[src/hdl/synth_pkg.sv]
// Shared constants for the synthesizer and modulation control link
package synth_pkg;
  // Clock and timing
  localparam int CLK_NS = 40;
  localparam int RC_CAL_NS = 2000;
  localparam logic [7:0] RC_CYC = 8'((RC_CAL_NS + CLK_NS - 1) / CLK_NS);
  localparam int EXT_HALF_CYC = 2;

  // Device register byte addresses on the link
  localparam logic [6:0] A_MODE = 7'h01;
  localparam logic [6:0] A_BR_HI = 7'h02;
  localparam logic [6:0] A_BR_LO = 7'h03;
  localparam logic [6:0] A_DEV_HI = 7'h04;
  localparam logic [6:0] A_DEV_LO = 7'h05;
  localparam logic [6:0] A_FRF_HI = 7'h06;
  localparam logic [6:0] A_FRF_MID = 7'h07;
  localparam logic [6:0] A_FRF_LO = 7'h08;
  localparam logic [6:0] A_PWR = 7'h09;
  localparam logic [6:0] A_SHAPE = 7'h0a;
  localparam logic [6:0] A_OSC = 7'h0b;
  localparam logic [6:0] A_LOWBAT = 7'h0c;
  localparam logic [6:0] A_PLL = 7'h0d;
  localparam logic [6:0] A_MAP = 7'h0e;
  localparam logic [6:0] A_MAP2 = 7'h0f;
  localparam logic [6:0] A_EXTREF = 7'h10;
  localparam logic [6:0] A_BR_FRAC = 7'h11;
  localparam logic [6:0] A_STAT = 7'h12;

  // Field positions and reset values
  localparam int MODE_OOK_BIT = 3;
  localparam int MODE_CONT_BIT = 4;
  localparam int PWR_SEL_BIT = 7;
  localparam int PWR_HP_BIT = 4;
  localparam int PLL_LN_BIT = 2;
  localparam int RC_START_BIT = 3;
  localparam int EXTREF_BIT = 4;
  localparam logic [2:0] REFERENCE_CLOCK_OUTPUT_RST = 3'h0;
  localparam logic [2:0] REFERENCE_CLOCK_OUTPUT_LAST = 3'h5;
  localparam logic [7:0] MODE_RST = 8'h01;
  localparam logic [3:0] RAMP_MAX = 4'hf;
  localparam logic [5:0] DBM_LP = 6'h3f;
  localparam logic [5:0] DBM_BOOST = 6'h02;
  localparam logic [5:0] DBM_HP = 6'h05;

  typedef enum logic [2:0] {
    M_SLEEP = 3'b000, M_STBY = 3'b001, M_FS = 3'b010,
    M_TX = 3'b011, M_RX = 3'b100
  } op_mode_t;
  typedef enum logic [1:0] {
    SH_NONE = 2'b00, SH_BT1 = 2'b01, SH_BT05 = 2'b10
  } shaping_t;

  // Deviation limits in synthesizer steps of ref/2^19
  localparam longint REF_HZ = 32000000;
  localparam longint STEP_DEN = 524288;
  localparam logic [13:0] DEV_MIN = 14'((600 * STEP_DEN + REF_HZ - 1) / REF_HZ);
  localparam logic [13:0] DEV_MAX = 14'((200000 * STEP_DEN) / REF_HZ);
  localparam logic [15:0] DEV_SUM = 16'((250000 * STEP_DEN) / REF_HZ);
  localparam logic [31:0] HALF_BR = 32'(STEP_DEN / 2);

  // Host APB register byte addresses and fields
  localparam logic [7:0] H_CTRL = 8'h00;
  localparam logic [7:0] H_CMD = 8'h04;
  localparam logic [7:0] H_STAT = 8'h08;
  localparam logic [7:0] H_TX = 8'h0c;
  localparam int CMD_RD_BIT = 16;
  localparam int CTRL_EXT_BIT = 0;
  localparam int CTRL_TX_BIT = 1;
endpackage : synth_pkg

[src/hdl/synth_link_if.sv]
// Link between host controller and synthesizer control device
`timescale 1ns/1ps
interface synth_link_if (
  input logic sys_clk
);
  logic [6:0] reg_addr;
  logic [7:0] reg_wdata;
  logic reg_wr;
  logic reg_rd;
  logic [7:0] reg_rdata;
  logic oscillator_input_pin;
  logic tx_data;
  logic tx_bit_clock;
  logic [5:0] aux_io;

  modport device (
    input reg_addr, reg_wdata, reg_wr, reg_rd, oscillator_input_pin,
    input tx_data,
    output reg_rdata, tx_bit_clock, aux_io
  );
  modport host (
    output reg_addr, reg_wdata, reg_wr, reg_rd, oscillator_input_pin,
    output tx_data,
    input reg_rdata, tx_bit_clock, aux_io
  );
endinterface : synth_link_if

[src/hdl/synth_device.sv]
// Synthesizer, reference clock and transmit modulation control device
// Function
// - Flag low-battery when supply crosses programmed threshold
// - Low-battery event routable to any aux pin
// - Start PLL automatically once oscillator reports stable
// - External select takes reference from oscillator input pin
// - Reference output divided per field, off in sleep
// - Reference output enabled straight out of reset
// - Frequency step is reference over two^19
// - Carrier is 24-bit word at 0x06..0x08
// - Carrier commits only on low byte write
// - Two transmit PLLs, four bandwidth presets each
// - Receive mode always uses low-consumption PLL
// - RC oscillator calibrates itself after power-up
// - Host drives bits, synchronised when Gaussian
// - Bit rate is ref over divisor plus fraction/16
// - Fraction ignored in OOK modulation
// - FSK offsets ratio by step times deviation
// - Software keeps deviation within limits
// - OOK switches amplifier, ramps bias when shaped
// - FSK shaping picks Gaussian BT 0.5 or 1
// - Bit clock pulses once per needed bit
// - Software restarts transmitter after shaping change
// - Output select picks pin and power base
//
// Implementation choice: register access over APB.
`timescale 1ns/1ps
module synth_device (
  input logic sys_clk,
  input logic resetn,
  synth_link_if.device link,
  input logic [7:0] supply_level,
  input logic osc_ready,
  output logic pll_start,
  output logic pll_running,
  output logic pll_low_noise,
  output logic [1:0] pll_bandwidth,
  output logic ref_from_ext,
  output logic [23:0] synth_word,
  output logic [3:0] amp_bias,
  output logic low_power_rf_pin,
  output logic boost_amp_pin,
  output logic [5:0] power_dbm,
  output logic rc_cal_busy
);
  logic [7:0] mode_q, mode_d, thr_q, thr_d, pwr_q, pwr_d;
  logic [15:0] br_q, br_d, frs_q, frs_d;
  logic [3:0] brf_q, brf_d;
  logic [13:0] dev_q, dev_d;
  logic [23:0] frf_q, frf_d;
  logic [1:0] shp_q, shp_d;
  logic [2:0] pll_q, pll_d, map2_q, map2_d;
  logic [5:0] map_q, map_d;
  logic ext_q, ext_d;
  logic [6:0] wa;
  logic [7:0] wd;
  synth_pkg::op_mode_t op;

  assign wa = link.reg_addr;
  assign wd = link.reg_wdata;
  assign op = synth_pkg::op_mode_t'(mode_q[2:0]);

  // Register writes from the host
  always_comb begin
    mode_d = mode_q;
    br_d = br_q;
    brf_d = brf_q;
    dev_d = dev_q;
    frs_d = frs_q;
    frf_d = frf_q;
    pwr_d = pwr_q;
    shp_d = shp_q;
    thr_d = thr_q;
    pll_d = pll_q;
    map_d = map_q;
    map2_d = map2_q;
    ext_d = ext_q;
    if (link.reg_wr) begin
      case (wa)
        synth_pkg::A_MODE: mode_d = wd;
        synth_pkg::A_BR_HI: br_d[15:8] = wd;
        synth_pkg::A_BR_LO: br_d[7:0] = wd;
        synth_pkg::A_BR_FRAC: brf_d = wd[3:0];
        synth_pkg::A_DEV_HI: dev_d[13:8] = wd[5:0];
        synth_pkg::A_DEV_LO: dev_d[7:0] = wd;
        synth_pkg::A_FRF_HI: frs_d[15:8] = wd;
        synth_pkg::A_FRF_MID: frs_d[7:0] = wd;
        synth_pkg::A_FRF_LO: frf_d = {frs_q, wd};
        synth_pkg::A_PWR: pwr_d = wd;
        synth_pkg::A_SHAPE: shp_d = wd[1:0];
        synth_pkg::A_LOWBAT: thr_d = wd;
        synth_pkg::A_PLL: pll_d = wd[2:0];
        synth_pkg::A_MAP: map_d = wd[5:0];
        synth_pkg::A_MAP2: map2_d = wd[2:0];
        synth_pkg::A_EXTREF: ext_d = wd[synth_pkg::EXTREF_BIT];
        default: ;
      endcase
    end
  end

  always_ff @(posedge sys_clk or negedge resetn) begin
    if (!resetn) begin
      mode_q <= synth_pkg::MODE_RST;
      br_q <= 16'h0;
      brf_q <= 4'h0;
      dev_q <= 14'h0;
      frs_q <= 16'h0;
      frf_q <= 24'h0;
      pwr_q <= 8'h0;
      shp_q <= 2'h0;
      thr_q <= 8'h0;
      pll_q <= 3'h0;
      map_q <= 6'h0;
      map2_q <= synth_pkg::REFERENCE_CLOCK_OUTPUT_RST;
      ext_q <= 1'b0;
    end else begin
      mode_q <= mode_d;
      br_q <= br_d;
      brf_q <= brf_d;
      dev_q <= dev_d;
      frs_q <= frs_d;
      frf_q <= frf_d;
      pwr_q <= pwr_d;
      shp_q <= shp_d;
      thr_q <= thr_d;
      pll_q <= pll_d;
      map_q <= map_d;
      map2_q <= map2_d;
      ext_q <= ext_d;
    end
  end

  // Map a bit to a signed unit for the Gaussian taps
  function automatic logic signed [4:0] pm(input logic b);
    pm = b ? 5'sh01 : -5'sh01;
  endfunction

  logic in_tx, ook, cont, gauss, ref_tick, bit_tick, cur_bit;
  logic pll_run_q, pll_run_d, go_q, go_d, rc_busy_q, rc_busy_d;
  logic rc_done_q, rc_done_d, below_q, below_d, lb_q, lb_d, pin_q, pin_d;
  logic clk_out_q, clk_out_d, bclk_q, bclk_d, lp_q, lp_d, bst_q, bst_d;
  logic pln_q, pln_d;
  logic [7:0] rc_cnt_q, rc_cnt_d, rdata_q, rdata_d;
  logic [5:0] div_q, div_d, dbm_q, dbm_d;
  logic [2:0] hist_q, hist_d;
  logic [3:0] ramp_q, ramp_d;
  logic [23:0] syn_q, syn_d;
  logic signed [4:0] s;
  logic signed [19:0] prod, off;

  assign in_tx = (op == synth_pkg::M_TX);
  assign ook = mode_q[synth_pkg::MODE_OOK_BIT];
  assign cont = mode_q[synth_pkg::MODE_CONT_BIT];
  assign gauss = !ook && (shp_q != synth_pkg::SH_NONE);
  // Pin is synchronous to sys_clk; its rising edge is the reference tick
  assign ref_tick = ext_q ? (link.oscillator_input_pin && !pin_q) : 1'b1;
  // Unshaped continuous bits pass straight through
  assign cur_bit = (cont && !gauss) ? link.tx_data : hist_q[0];

  bit_rate_gen u_rate (
    .sys_clk(sys_clk),
    .resetn(resetn),
    .run(in_tx),
    .ref_tick(ref_tick),
    .divisor(br_q),
    .frac(ook ? 4'h0 : brf_q),
    .bit_tick(bit_tick)
  );

  // Core sequencing, reference output and modulation state
  always_comb begin
    pll_run_d = pll_run_q;
    go_d = 1'b0;
    rc_busy_d = rc_busy_q;
    rc_done_d = rc_done_q;
    rc_cnt_d = rc_cnt_q;
    lb_d = lb_q;
    rdata_d = rdata_q;
    pin_d = link.oscillator_input_pin;
    below_d = supply_level < thr_q;
    div_d = ref_tick ? div_q + 6'h1 : div_q;
    // Sleep stops the output; codes past the last divider switch it off
    clk_out_d = (op != synth_pkg::M_SLEEP) && (map2_q <= synth_pkg::REFERENCE_CLOCK_OUTPUT_LAST)
      && div_q[map2_q];
    if (op == synth_pkg::M_SLEEP) begin
      pll_run_d = 1'b0;
    end else if (osc_ready && !pll_run_q) begin
      pll_run_d = 1'b1;
      go_d = 1'b1;
    end
    // Busy resets high, so calibration runs after reset
    if (rc_busy_q) begin
      rc_cnt_d = rc_cnt_q + 8'h1;
      if (rc_cnt_q == synth_pkg::RC_CYC - 8'h1) begin
        rc_busy_d = 1'b0;
        rc_done_d = 1'b1;
      end
    end
    if (link.reg_wr && wa == synth_pkg::A_OSC && wd[synth_pkg::RC_START_BIT]) begin
      rc_busy_d = 1'b1;
      rc_done_d = 1'b0;
      rc_cnt_d = 8'h0;
    end
    // Reading status clears the flag; a new crossing wins over the read
    if (link.reg_rd && wa == synth_pkg::A_STAT) begin
      lb_d = 1'b0;
    end
    if (below_d && !below_q) begin
      lb_d = 1'b1;
    end
    // Leaving transmit clears the filter history so it restarts clean
    hist_d = hist_q;
    if (!in_tx) begin
      hist_d = 3'h0;
    end else if (bit_tick) begin
      hist_d = {hist_q[1:0], link.tx_data};
    end
    bclk_d = in_tx && cont && gauss && bit_tick;
    case (shp_q)
      synth_pkg::SH_BT1: s = (pm(hist_q[0]) + pm(hist_q[1])) <<< 1;
      synth_pkg::SH_BT05: s = pm(hist_q[0]) + (pm(hist_q[1]) <<< 1)
        + pm(hist_q[2]);
      default: s = pm(cur_bit) <<< 2;
    endcase
    prod = $signed({6'h0, dev_q}) * $signed({{15{s[4]}}, s});
    off = prod >>> 2;
    syn_d = (in_tx && !ook) ? frf_q + {{4{off[19]}}, off} : frf_q;
    // OOK keys the amplifier; shaping walks the bias one step a cycle
    ramp_d = 4'h0;
    if (in_tx && (!ook || cur_bit)) begin
      ramp_d = synth_pkg::RAMP_MAX;
    end
    if (ook && shp_q != synth_pkg::SH_NONE) begin
      if (ramp_d > ramp_q) begin
        ramp_d = ramp_q + 4'h1;
      end else if (ramp_d < ramp_q) begin
        ramp_d = ramp_q - 4'h1;
      end
    end
    lp_d = in_tx && !pwr_q[synth_pkg::PWR_SEL_BIT];
    bst_d = in_tx && pwr_q[synth_pkg::PWR_SEL_BIT];
    dbm_d = {2'h0, pwr_q[3:0]} + (!pwr_q[synth_pkg::PWR_SEL_BIT] ?
      synth_pkg::DBM_LP : pwr_q[synth_pkg::PWR_HP_BIT] ?
      synth_pkg::DBM_HP : synth_pkg::DBM_BOOST);
    pln_d = in_tx && pll_q[synth_pkg::PLL_LN_BIT];
    if (link.reg_rd) begin
      case (wa)
        synth_pkg::A_MODE: rdata_d = mode_q;
        synth_pkg::A_BR_HI: rdata_d = br_q[15:8];
        synth_pkg::A_BR_LO: rdata_d = br_q[7:0];
        synth_pkg::A_BR_FRAC: rdata_d = {4'h0, brf_q};
        synth_pkg::A_DEV_HI: rdata_d = {2'h0, dev_q[13:8]};
        synth_pkg::A_DEV_LO: rdata_d = dev_q[7:0];
        synth_pkg::A_FRF_HI: rdata_d = frs_q[15:8];
        synth_pkg::A_FRF_MID: rdata_d = frs_q[7:0];
        synth_pkg::A_FRF_LO: rdata_d = frf_q[7:0];
        synth_pkg::A_PWR: rdata_d = pwr_q;
        synth_pkg::A_SHAPE: rdata_d = {6'h0, shp_q};
        synth_pkg::A_OSC: rdata_d = {7'h0, rc_done_q};
        synth_pkg::A_LOWBAT: rdata_d = thr_q;
        synth_pkg::A_PLL: rdata_d = {5'h0, pll_q};
        synth_pkg::A_MAP: rdata_d = {2'h0, map_q};
        synth_pkg::A_MAP2: rdata_d = {5'h0, map2_q};
        synth_pkg::A_EXTREF: rdata_d = {3'h0, ext_q, 4'h0};
        synth_pkg::A_STAT: rdata_d = {3'h0, rc_done_q, rc_busy_q, lb_q,
          below_q, pll_run_q};
        default: rdata_d = 8'h0;
      endcase
    end
  end

  always_ff @(posedge sys_clk or negedge resetn) begin
    if (!resetn) begin
      pll_run_q <= 1'b0;
      go_q <= 1'b0;
      rc_busy_q <= 1'b1;
      rc_done_q <= 1'b0;
      rc_cnt_q <= 8'h0;
      below_q <= 1'b0;
      lb_q <= 1'b0;
      pin_q <= 1'b0;
      div_q <= 6'h0;
      clk_out_q <= 1'b0;
      hist_q <= 3'h0;
      bclk_q <= 1'b0;
      ramp_q <= 4'h0;
      syn_q <= 24'h0;
      lp_q <= 1'b0;
      bst_q <= 1'b0;
      dbm_q <= 6'h0;
      pln_q <= 1'b0;
      rdata_q <= 8'h0;
    end else begin
      pll_run_q <= pll_run_d;
      go_q <= go_d;
      rc_busy_q <= rc_busy_d;
      rc_done_q <= rc_done_d;
      rc_cnt_q <= rc_cnt_d;
      below_q <= below_d;
      lb_q <= lb_d;
      pin_q <= pin_d;
      div_q <= div_d;
      clk_out_q <= clk_out_d;
      hist_q <= hist_d;
      bclk_q <= bclk_d;
      ramp_q <= ramp_d;
      syn_q <= syn_d;
      lp_q <= lp_d;
      bst_q <= bst_d;
      dbm_q <= dbm_d;
      pln_q <= pln_d;
      rdata_q <= rdata_d;
    end
  end

  // Aux pins: mapped bit carries the low-battery flag, else default use
  logic [5:0] aux_dflt;
  assign aux_dflt = {clk_out_q, 3'h0, bclk_q, 1'b0};
  genvar gi;
  generate
    for (gi = 0; gi < 6; gi++) begin : g_aux
      assign link.aux_io[gi] = map_q[gi] ? lb_q : aux_dflt[gi];
    end
  endgenerate

  assign link.tx_bit_clock = bclk_q;
  assign link.reg_rdata = rdata_q;
  assign pll_start = go_q;
  assign pll_running = pll_run_q;
  assign pll_low_noise = pln_q;
  assign pll_bandwidth = pll_q[1:0];
  assign ref_from_ext = ext_q;
  assign synth_word = syn_q;
  assign amp_bias = ramp_q;
  assign low_power_rf_pin = lp_q;
  assign boost_amp_pin = bst_q;
  assign power_dbm = dbm_q;
  assign rc_cal_busy = rc_busy_q;
endmodule : synth_device

[src/hdl/bit_rate_gen.sv]
// Fractional bit-rate divider clocked by reference ticks
`timescale 1ns/1ps
module bit_rate_gen (
  input logic sys_clk,
  input logic resetn,
  input logic run,
  input logic ref_tick,
  input logic [15:0] divisor,
  input logic [3:0] frac,
  output logic bit_tick
);
  logic [15:0] cnt_q, cnt_d;
  logic [3:0] acc_q, acc_d;
  logic ext_q, ext_d;
  logic tick_q, tick_d;
  logic last;

  // Carry of the fraction stretches one period by a tick
  always_comb begin
    cnt_d = cnt_q;
    acc_d = acc_q;
    ext_d = ext_q;
    tick_d = 1'b0;
    last = ({1'b0, cnt_q} + 17'h1) >= ({1'b0, divisor} + {16'h0, ext_q});
    if (!run) begin
      cnt_d = 16'h0;
      acc_d = 4'h0;
      ext_d = 1'b0;
    end else if (ref_tick) begin
      if (last) begin
        cnt_d = 16'h0;
        tick_d = 1'b1;
        {ext_d, acc_d} = {1'b0, acc_q} + {1'b0, frac};
      end else begin
        cnt_d = cnt_q + 16'h1;
      end
    end
  end

  always_ff @(posedge sys_clk or negedge resetn) begin
    if (!resetn) begin
      cnt_q <= 16'h0;
      acc_q <= 4'h0;
      ext_q <= 1'b0;
      tick_q <= 1'b0;
    end else begin
      cnt_q <= cnt_d;
      acc_q <= acc_d;
      ext_q <= ext_d;
      tick_q <= tick_d;
    end
  end

  assign bit_tick = tick_q;
endmodule : bit_rate_gen

[src/flat_wrapper.sv]
// flat-port wrapper written by rule: the top's interface ports become plain ports
module synth_device_flat 
  (sys_clk, resetn, supply_level, osc_ready, pll_start, pll_running, pll_low_noise, pll_bandwidth, ref_from_ext, synth_word, amp_bias, low_power_rf_pin, boost_amp_pin, power_dbm, rc_cal_busy, link_reg_addr, link_reg_wdata, link_reg_wr, link_reg_rd, link_oscillator_input_pin, link_tx_data, link_reg_rdata, link_tx_bit_clock, link_aux_io);
  synth_link_if link_i (.sys_clk(sys_clk));
  input logic sys_clk;
  input logic resetn;
  input logic [7:0] supply_level;
  input logic osc_ready;
  output logic pll_start;
  output logic pll_running;
  output logic pll_low_noise;
  output logic [1:0] pll_bandwidth;
  output logic ref_from_ext;
  output logic [23:0] synth_word;
  output logic [3:0] amp_bias;
  output logic low_power_rf_pin;
  output logic boost_amp_pin;
  output logic [5:0] power_dbm;
  output logic rc_cal_busy;
  input wire logic [$bits(link_i.reg_addr)-1:0] link_reg_addr;
  input wire logic [$bits(link_i.reg_wdata)-1:0] link_reg_wdata;
  input wire logic [$bits(link_i.reg_wr)-1:0] link_reg_wr;
  input wire logic [$bits(link_i.reg_rd)-1:0] link_reg_rd;
  input wire logic [$bits(link_i.oscillator_input_pin)-1:0] link_oscillator_input_pin;
  input wire logic [$bits(link_i.tx_data)-1:0] link_tx_data;
  output wire logic [$bits(link_i.reg_rdata)-1:0] link_reg_rdata;
  output wire logic [$bits(link_i.tx_bit_clock)-1:0] link_tx_bit_clock;
  output wire logic [$bits(link_i.aux_io)-1:0] link_aux_io;
  assign link_i.reg_addr = link_reg_addr;
  assign link_i.reg_wdata = link_reg_wdata;
  assign link_i.reg_wr = link_reg_wr;
  assign link_i.reg_rd = link_reg_rd;
  assign link_i.oscillator_input_pin = link_oscillator_input_pin;
  assign link_i.tx_data = link_tx_data;
  assign link_reg_rdata = link_i.reg_rdata;
  assign link_tx_bit_clock = link_i.tx_bit_clock;
  assign link_aux_io = link_i.aux_io;
  synth_device u_core (.sys_clk(sys_clk), .resetn(resetn), .link(link_i), .supply_level(supply_level), .osc_ready(osc_ready), .pll_start(pll_start), .pll_running(pll_running), .pll_low_noise(pll_low_noise), .pll_bandwidth(pll_bandwidth), .ref_from_ext(ref_from_ext), .synth_word(synth_word), .amp_bias(amp_bias), .low_power_rf_pin(low_power_rf_pin), .boost_amp_pin(boost_amp_pin), .power_dbm(power_dbm), .rc_cal_busy(rc_cal_busy));
endmodule
[config.mk]
export PLATFORM = sky130hd
export DESIGN_NAME = synth_device_flat
export DESIGN_NICKNAME = d
export VERILOG_FILES = /design/src/hdl/synth_pkg.sv /design/src/hdl/synth_link_if.sv /design/src/hdl/synth_device.sv /design/src/hdl/bit_rate_gen.sv /design/src/flat_wrapper.sv
export SDC_FILE = /design/constraint.sdc
export NUM_CORES = 1
export LEC_CHECK = 0
export ABC_CLOCK_PERIOD_IN_PS = 7350
export BUFFER_PORTS_ARGS = -buffer_cell sky130_fd_sc_hd__buf_2
export CORE_ASPECT_RATIO = 0.6
export CORE_UTILIZATION = 56
export CTS_CLUSTER_SIZE = 30
export DETAILED_ROUTE_END_ITERATION = 6
export GPL_TIMING_DRIVEN = 0
export PLACE_DENSITY = 0.81
export SYNTH_ARGS = -nofsm -noshare
export SYNTH_HDL_FRONTEND = slang
export SYNTH_SLANG_ARGS = --single-unit
[constraint.sdc]
create_clock -name sys_clk -period 7.35 [get_ports sys_clk]
set_input_delay 0.735 -clock sys_clk [delete_from_list [all_inputs] [get_ports sys_clk]]
set_output_delay 0.735 -clock sys_clk [all_outputs]
set_load 0.03 [all_outputs]
==> results.md <==
* Cells after synthesis at around 1300
* Die width at 203 um
* Ports at 88
* Post-synth top area share at 37.5%
* Pwr/cell area at 299 nW/um^2
* Share of layout cells above drive strength 1 at 23.6%
* Nets at about 1600
* FF-to-FF Start: u_core.hist_q[1]
* Syn Area/Cell at between 10 and 15 um^2
* Final Skew at 25.7 ps
* CTS tree: yes
* Peak VDD IR at between 150 and 200 uV
* Placed inst area at between 10000 and 15000 um^2
* Reg-to-Reg End: u_core.synth_word[23]
* Crit-path max FO at 10
* Total number of vias at between 10000 and 15000
* CTS buffer count at 21
* Synth top area cells: dfrtp_1 38%, ha_1 11%, mux2_2 10%, fa_1 4.3%, xnor2_1 3.0%
* Fmax at 139 MHz
* IO Port Bufs at 85
* Start-to-end type of the worst setup path: reg -> reg
* DR DRC count at 0
* Number of global-route vias before repair at between 10000 and 15000
* Worst path required time at between 7000 and 8000 ps
* Primary FF master, synth: dfrtp_1
* Largest net degree at the start of global routing at about 110
* Unique masters post-synth at 73
* Hpwl dp at approximately 30000 um
* Post-Syn Nets at about 1500
* Placer congestion estimate at approximately 0.96
* Worst Setup Start Kind: register
* Vias per std cell at around 6.2
* Router iterations before antenna repair at 5
* Antenna-violating nets left at 0
* Setup violations, final at 0
* Post-synth EDFFs at 0
* Max stage delay on crit path at between 600 and 700 ps
* Total GRT Usage at 31.9%
* Max-Cap Viols at 0
* Initial core utilization at between 50 and 60%
* Max-Slew Margin vs Limit at between 30% and 40%
* DR WL/cell at ~22 um
* Post-synthesis sequential area ratio at 37.9%
* Worst Tran Pin Value at 897 ps
* Bufs on Longest Clock Path at 3
* Area grow syn2layout at 15.2%
* WP buf/inv at 5
* Row Count at 43
* CP top delay family: adder cells
* Crit path max-delay cell type: fa_2
* Die Ht at between 100 and 150 um
* Post-Layout Inst Area at approximately 16000 um^2
* CP endpoint kind: register
* Post-synth ARST share at 100%
* CORE AREA at 23500 um^2
* Global-route congestion overflow total at 0
* Status: completed
* WL final at 39300 um
* R2r worst-path depth at 30
* Synth warn at 0
* Hold-fix buffers at CTS at 0
* Die area at 24900 um^2
* Setup_tns at 0 ps
* H-tree levels at 1
* Area leader, netlist: dfrtp_1
* # fillers at about 1800
* #FFs+latches synth at around 210
* Clock Sinks at a little over 200
* Clock-pin transition on the worst setup and hold timing paths at ~60 ps
* Root Buffer Master: clkbuf_16
* Tcrit/Tclk final at between 90 and 100%
* Final hold vios at 0
* Initial antenna violation count at 1
* First-pass GRT wire length at between 60000 and 70000 um
* Iteration-0 DRC Markers at approximately 1200
* Post-synthesis cell area at roughly 14000 um^2
* Clock latency on the worst-skew pair at between 500 and 600 ps
* Max Slew Vio Count at 0
* Arrival @ worst endpoint at around 7600 ps
* Post-route minimum period at approximately 7200 ps
* Hold crit path type: in -> async
* LEAKAGE at ~7.7 nW
* R2R Setup Slk at ~130 ps
==> worst max path at each step <==
stage,cells past startpoint,to,start
2_1_floorplan,31,u_core.synth_word[23],u_core.hist_q[1]
3_3_place_gp,29,u_core.synth_word[23],u_core.hist_q[1]
3_5_place_dp,29,u_core.synth_word[23],u_core.hist_q[0]
4_1_cts,32,u_core.synth_word[22],u_core.hist_q[2]
5_1_grt,30,u_core.synth_word[23],u_core.hist_q[1]
6_report,30,u_core.synth_word[23],u_core.hist_q[1]
==> layout make-up <==
cell class | instances | area, um^2 | share of cell area (%)
flip-flops and latches | 206 | 5160 | 32.9
repair buffers | 115 | 688 | 4.39
clock buffers | 28 | 592 | 3.78
well taps | 315 | 394 | 2.52
inverters | 49 | 184 | 1.17
multi-input cells | 1001 | 8180 | 52.2
diodes | 1 | 2.50 | 0.0160
plain buffers | 56 | 258 | 1.65
clock inverters | 10 | 206 | 1.32
==> metrics by stage <==
stage | worst slack (ps) | cells | power, mW | utilization [%] | hold slack, ps
6_report | 131 | 1781 | 4.69 | 66.8 | 235
5_1_grt | -134 | 1780 | 4.93 | 66.8 | 318
4_1_cts | 4.51 | 1772 | 4.57 | 66.0 | 289
3_5_place_dp | -883 | 1716 | 3.19 | 61.6 | 456
3_3_place_gp | -710 | 1715 | 3.12 | 61.5 | 451
2_1_floorplan | 183 | 1315 | 2.72 | - | 437
==> timing repair <==
action / 4_1_cts / 5_1_grt
pin swaps: 19 / 28
buffers inserted: 20 / 9
gates resized for setup: 23 / 27
endpoints found under the setup margin: 11 / 10
==> cells in the mapped netlist (14+ instances only) <==
| cell type | instances |
|---|---|
| fa_1 | 29 |
| nor2_1 | 80 |
| xnor2_1 | 46 |
| clkbuf_1 | 36 |
| ha_1 | 118 |
| a22oi_1 | 14 |
| mux2_2 | 121 |
| nand2_1 | 96 |
| a31oi_1 | 20 |
| nand3_1 | 35 |
| dfrtp_1 | 204 |
| and3_1 | 16 |
| xor2_1 | 36 |
| nand4_1 | 18 |
| and2_1 | 45 |
| a21o_1 | 40 |
| mux2i_1 | 16 |
| inv_1 | 49 |
| a22o_1 | 17 |
| a21oi_1 | 58 |
| o21ai_0 | 55 |
==> kinds of logic (layout without fill, tap and decap cells) <==
group                    after synthesis  after routing  synth area share (%)
AND/OR/NAND/NOR                      348            348                  12.5
AO/OA/AOI/OAI                        285            285                  14.4
flip-flops                           206            206                  37.9
adder cells (fa/ha/maj)              147            147                  15.1
multiplexers                         139            139                  11.5
buffers and inverters                108            258                  3.25
XOR/XNOR                              82             82                  5.28
other                                  0              1                     0
==> routing by layer <==
| layer | global-route usage, % | up-vias | part of all wire [%] | routed length (um) |
|---|---|---|---|---|
| met5 | 2.58 | - | 0.097 | 38 |
| met4 | 6.86 | 2 | 1.8 | 717 |
| met2 | 43.4 | 582 | 40 | 15800 |
| met3 | 10.1 | 64 | 12 | 4650 |
| li1 | - | 4976 | - | - |
| met1 | 48.6 | 5503 | 46 | 18100 |
==> sequential cells by signal (all words and copies together) (netlist names), 2 cells and up <==
register / flops
u_core.dev_q: 14
u_core.thr_q: 8
u_core.frf_q: 24
u_core.pwr_q: 8
u_core.amp_bias: 4
u_core.div_q: 6
u_core.shp_q: 2
u_core.map2_q: 3
u_core.synth_word: 24
u_core.map_q: 6
u_core.u_rate.acc_q: 4
u_core.brf_q: 4
u_core.rc_cnt_q: 8
u_core.frs_q: 16
u_core.link.reg_rdata: 8
u_core.br_q: 16
u_core.mode_q: 8
u_core.pll_q: 3
u_core.u_rate.cnt_q: 16
u_core.power_dbm: 6
u_core.hist_q: 3
==> cells in the final DEF (no fill, tap or decap), types with 10 or more instances in the layout <==
cell type	count
nand2_1	95
buf_2	95
nand2b_1	11
nor2_1	79
nand3_1	33
and2_1	44
nor2b_1	11
xnor2_1	44
dfrtp_1	204
buf_4	34
fa_1	27
a22o_1	17
nand4_1	18
a31oi_1	20
mux2_2	121
a21o_1	39
ha_1	115
mux2i_1	16
o21ai_0	50
a21oi_1	54
and3_1	16
a22oi_1	14
nor3_1	10
clkbuf_1	35
xor2_1	35
clkbuf_16	21
inv_1	46
==> power by group <==
group | switching (mW) | total, mW | internal (mW)
Clock | 0.477 | 1.26 | 0.778
Sequential | 0.127 | 1.38 | 1.25
Combinational | 1.20 | 2.05 | 0.856
Total | 1.80 | 4.69 | 2.89
(Power assumes the default switching activity.)
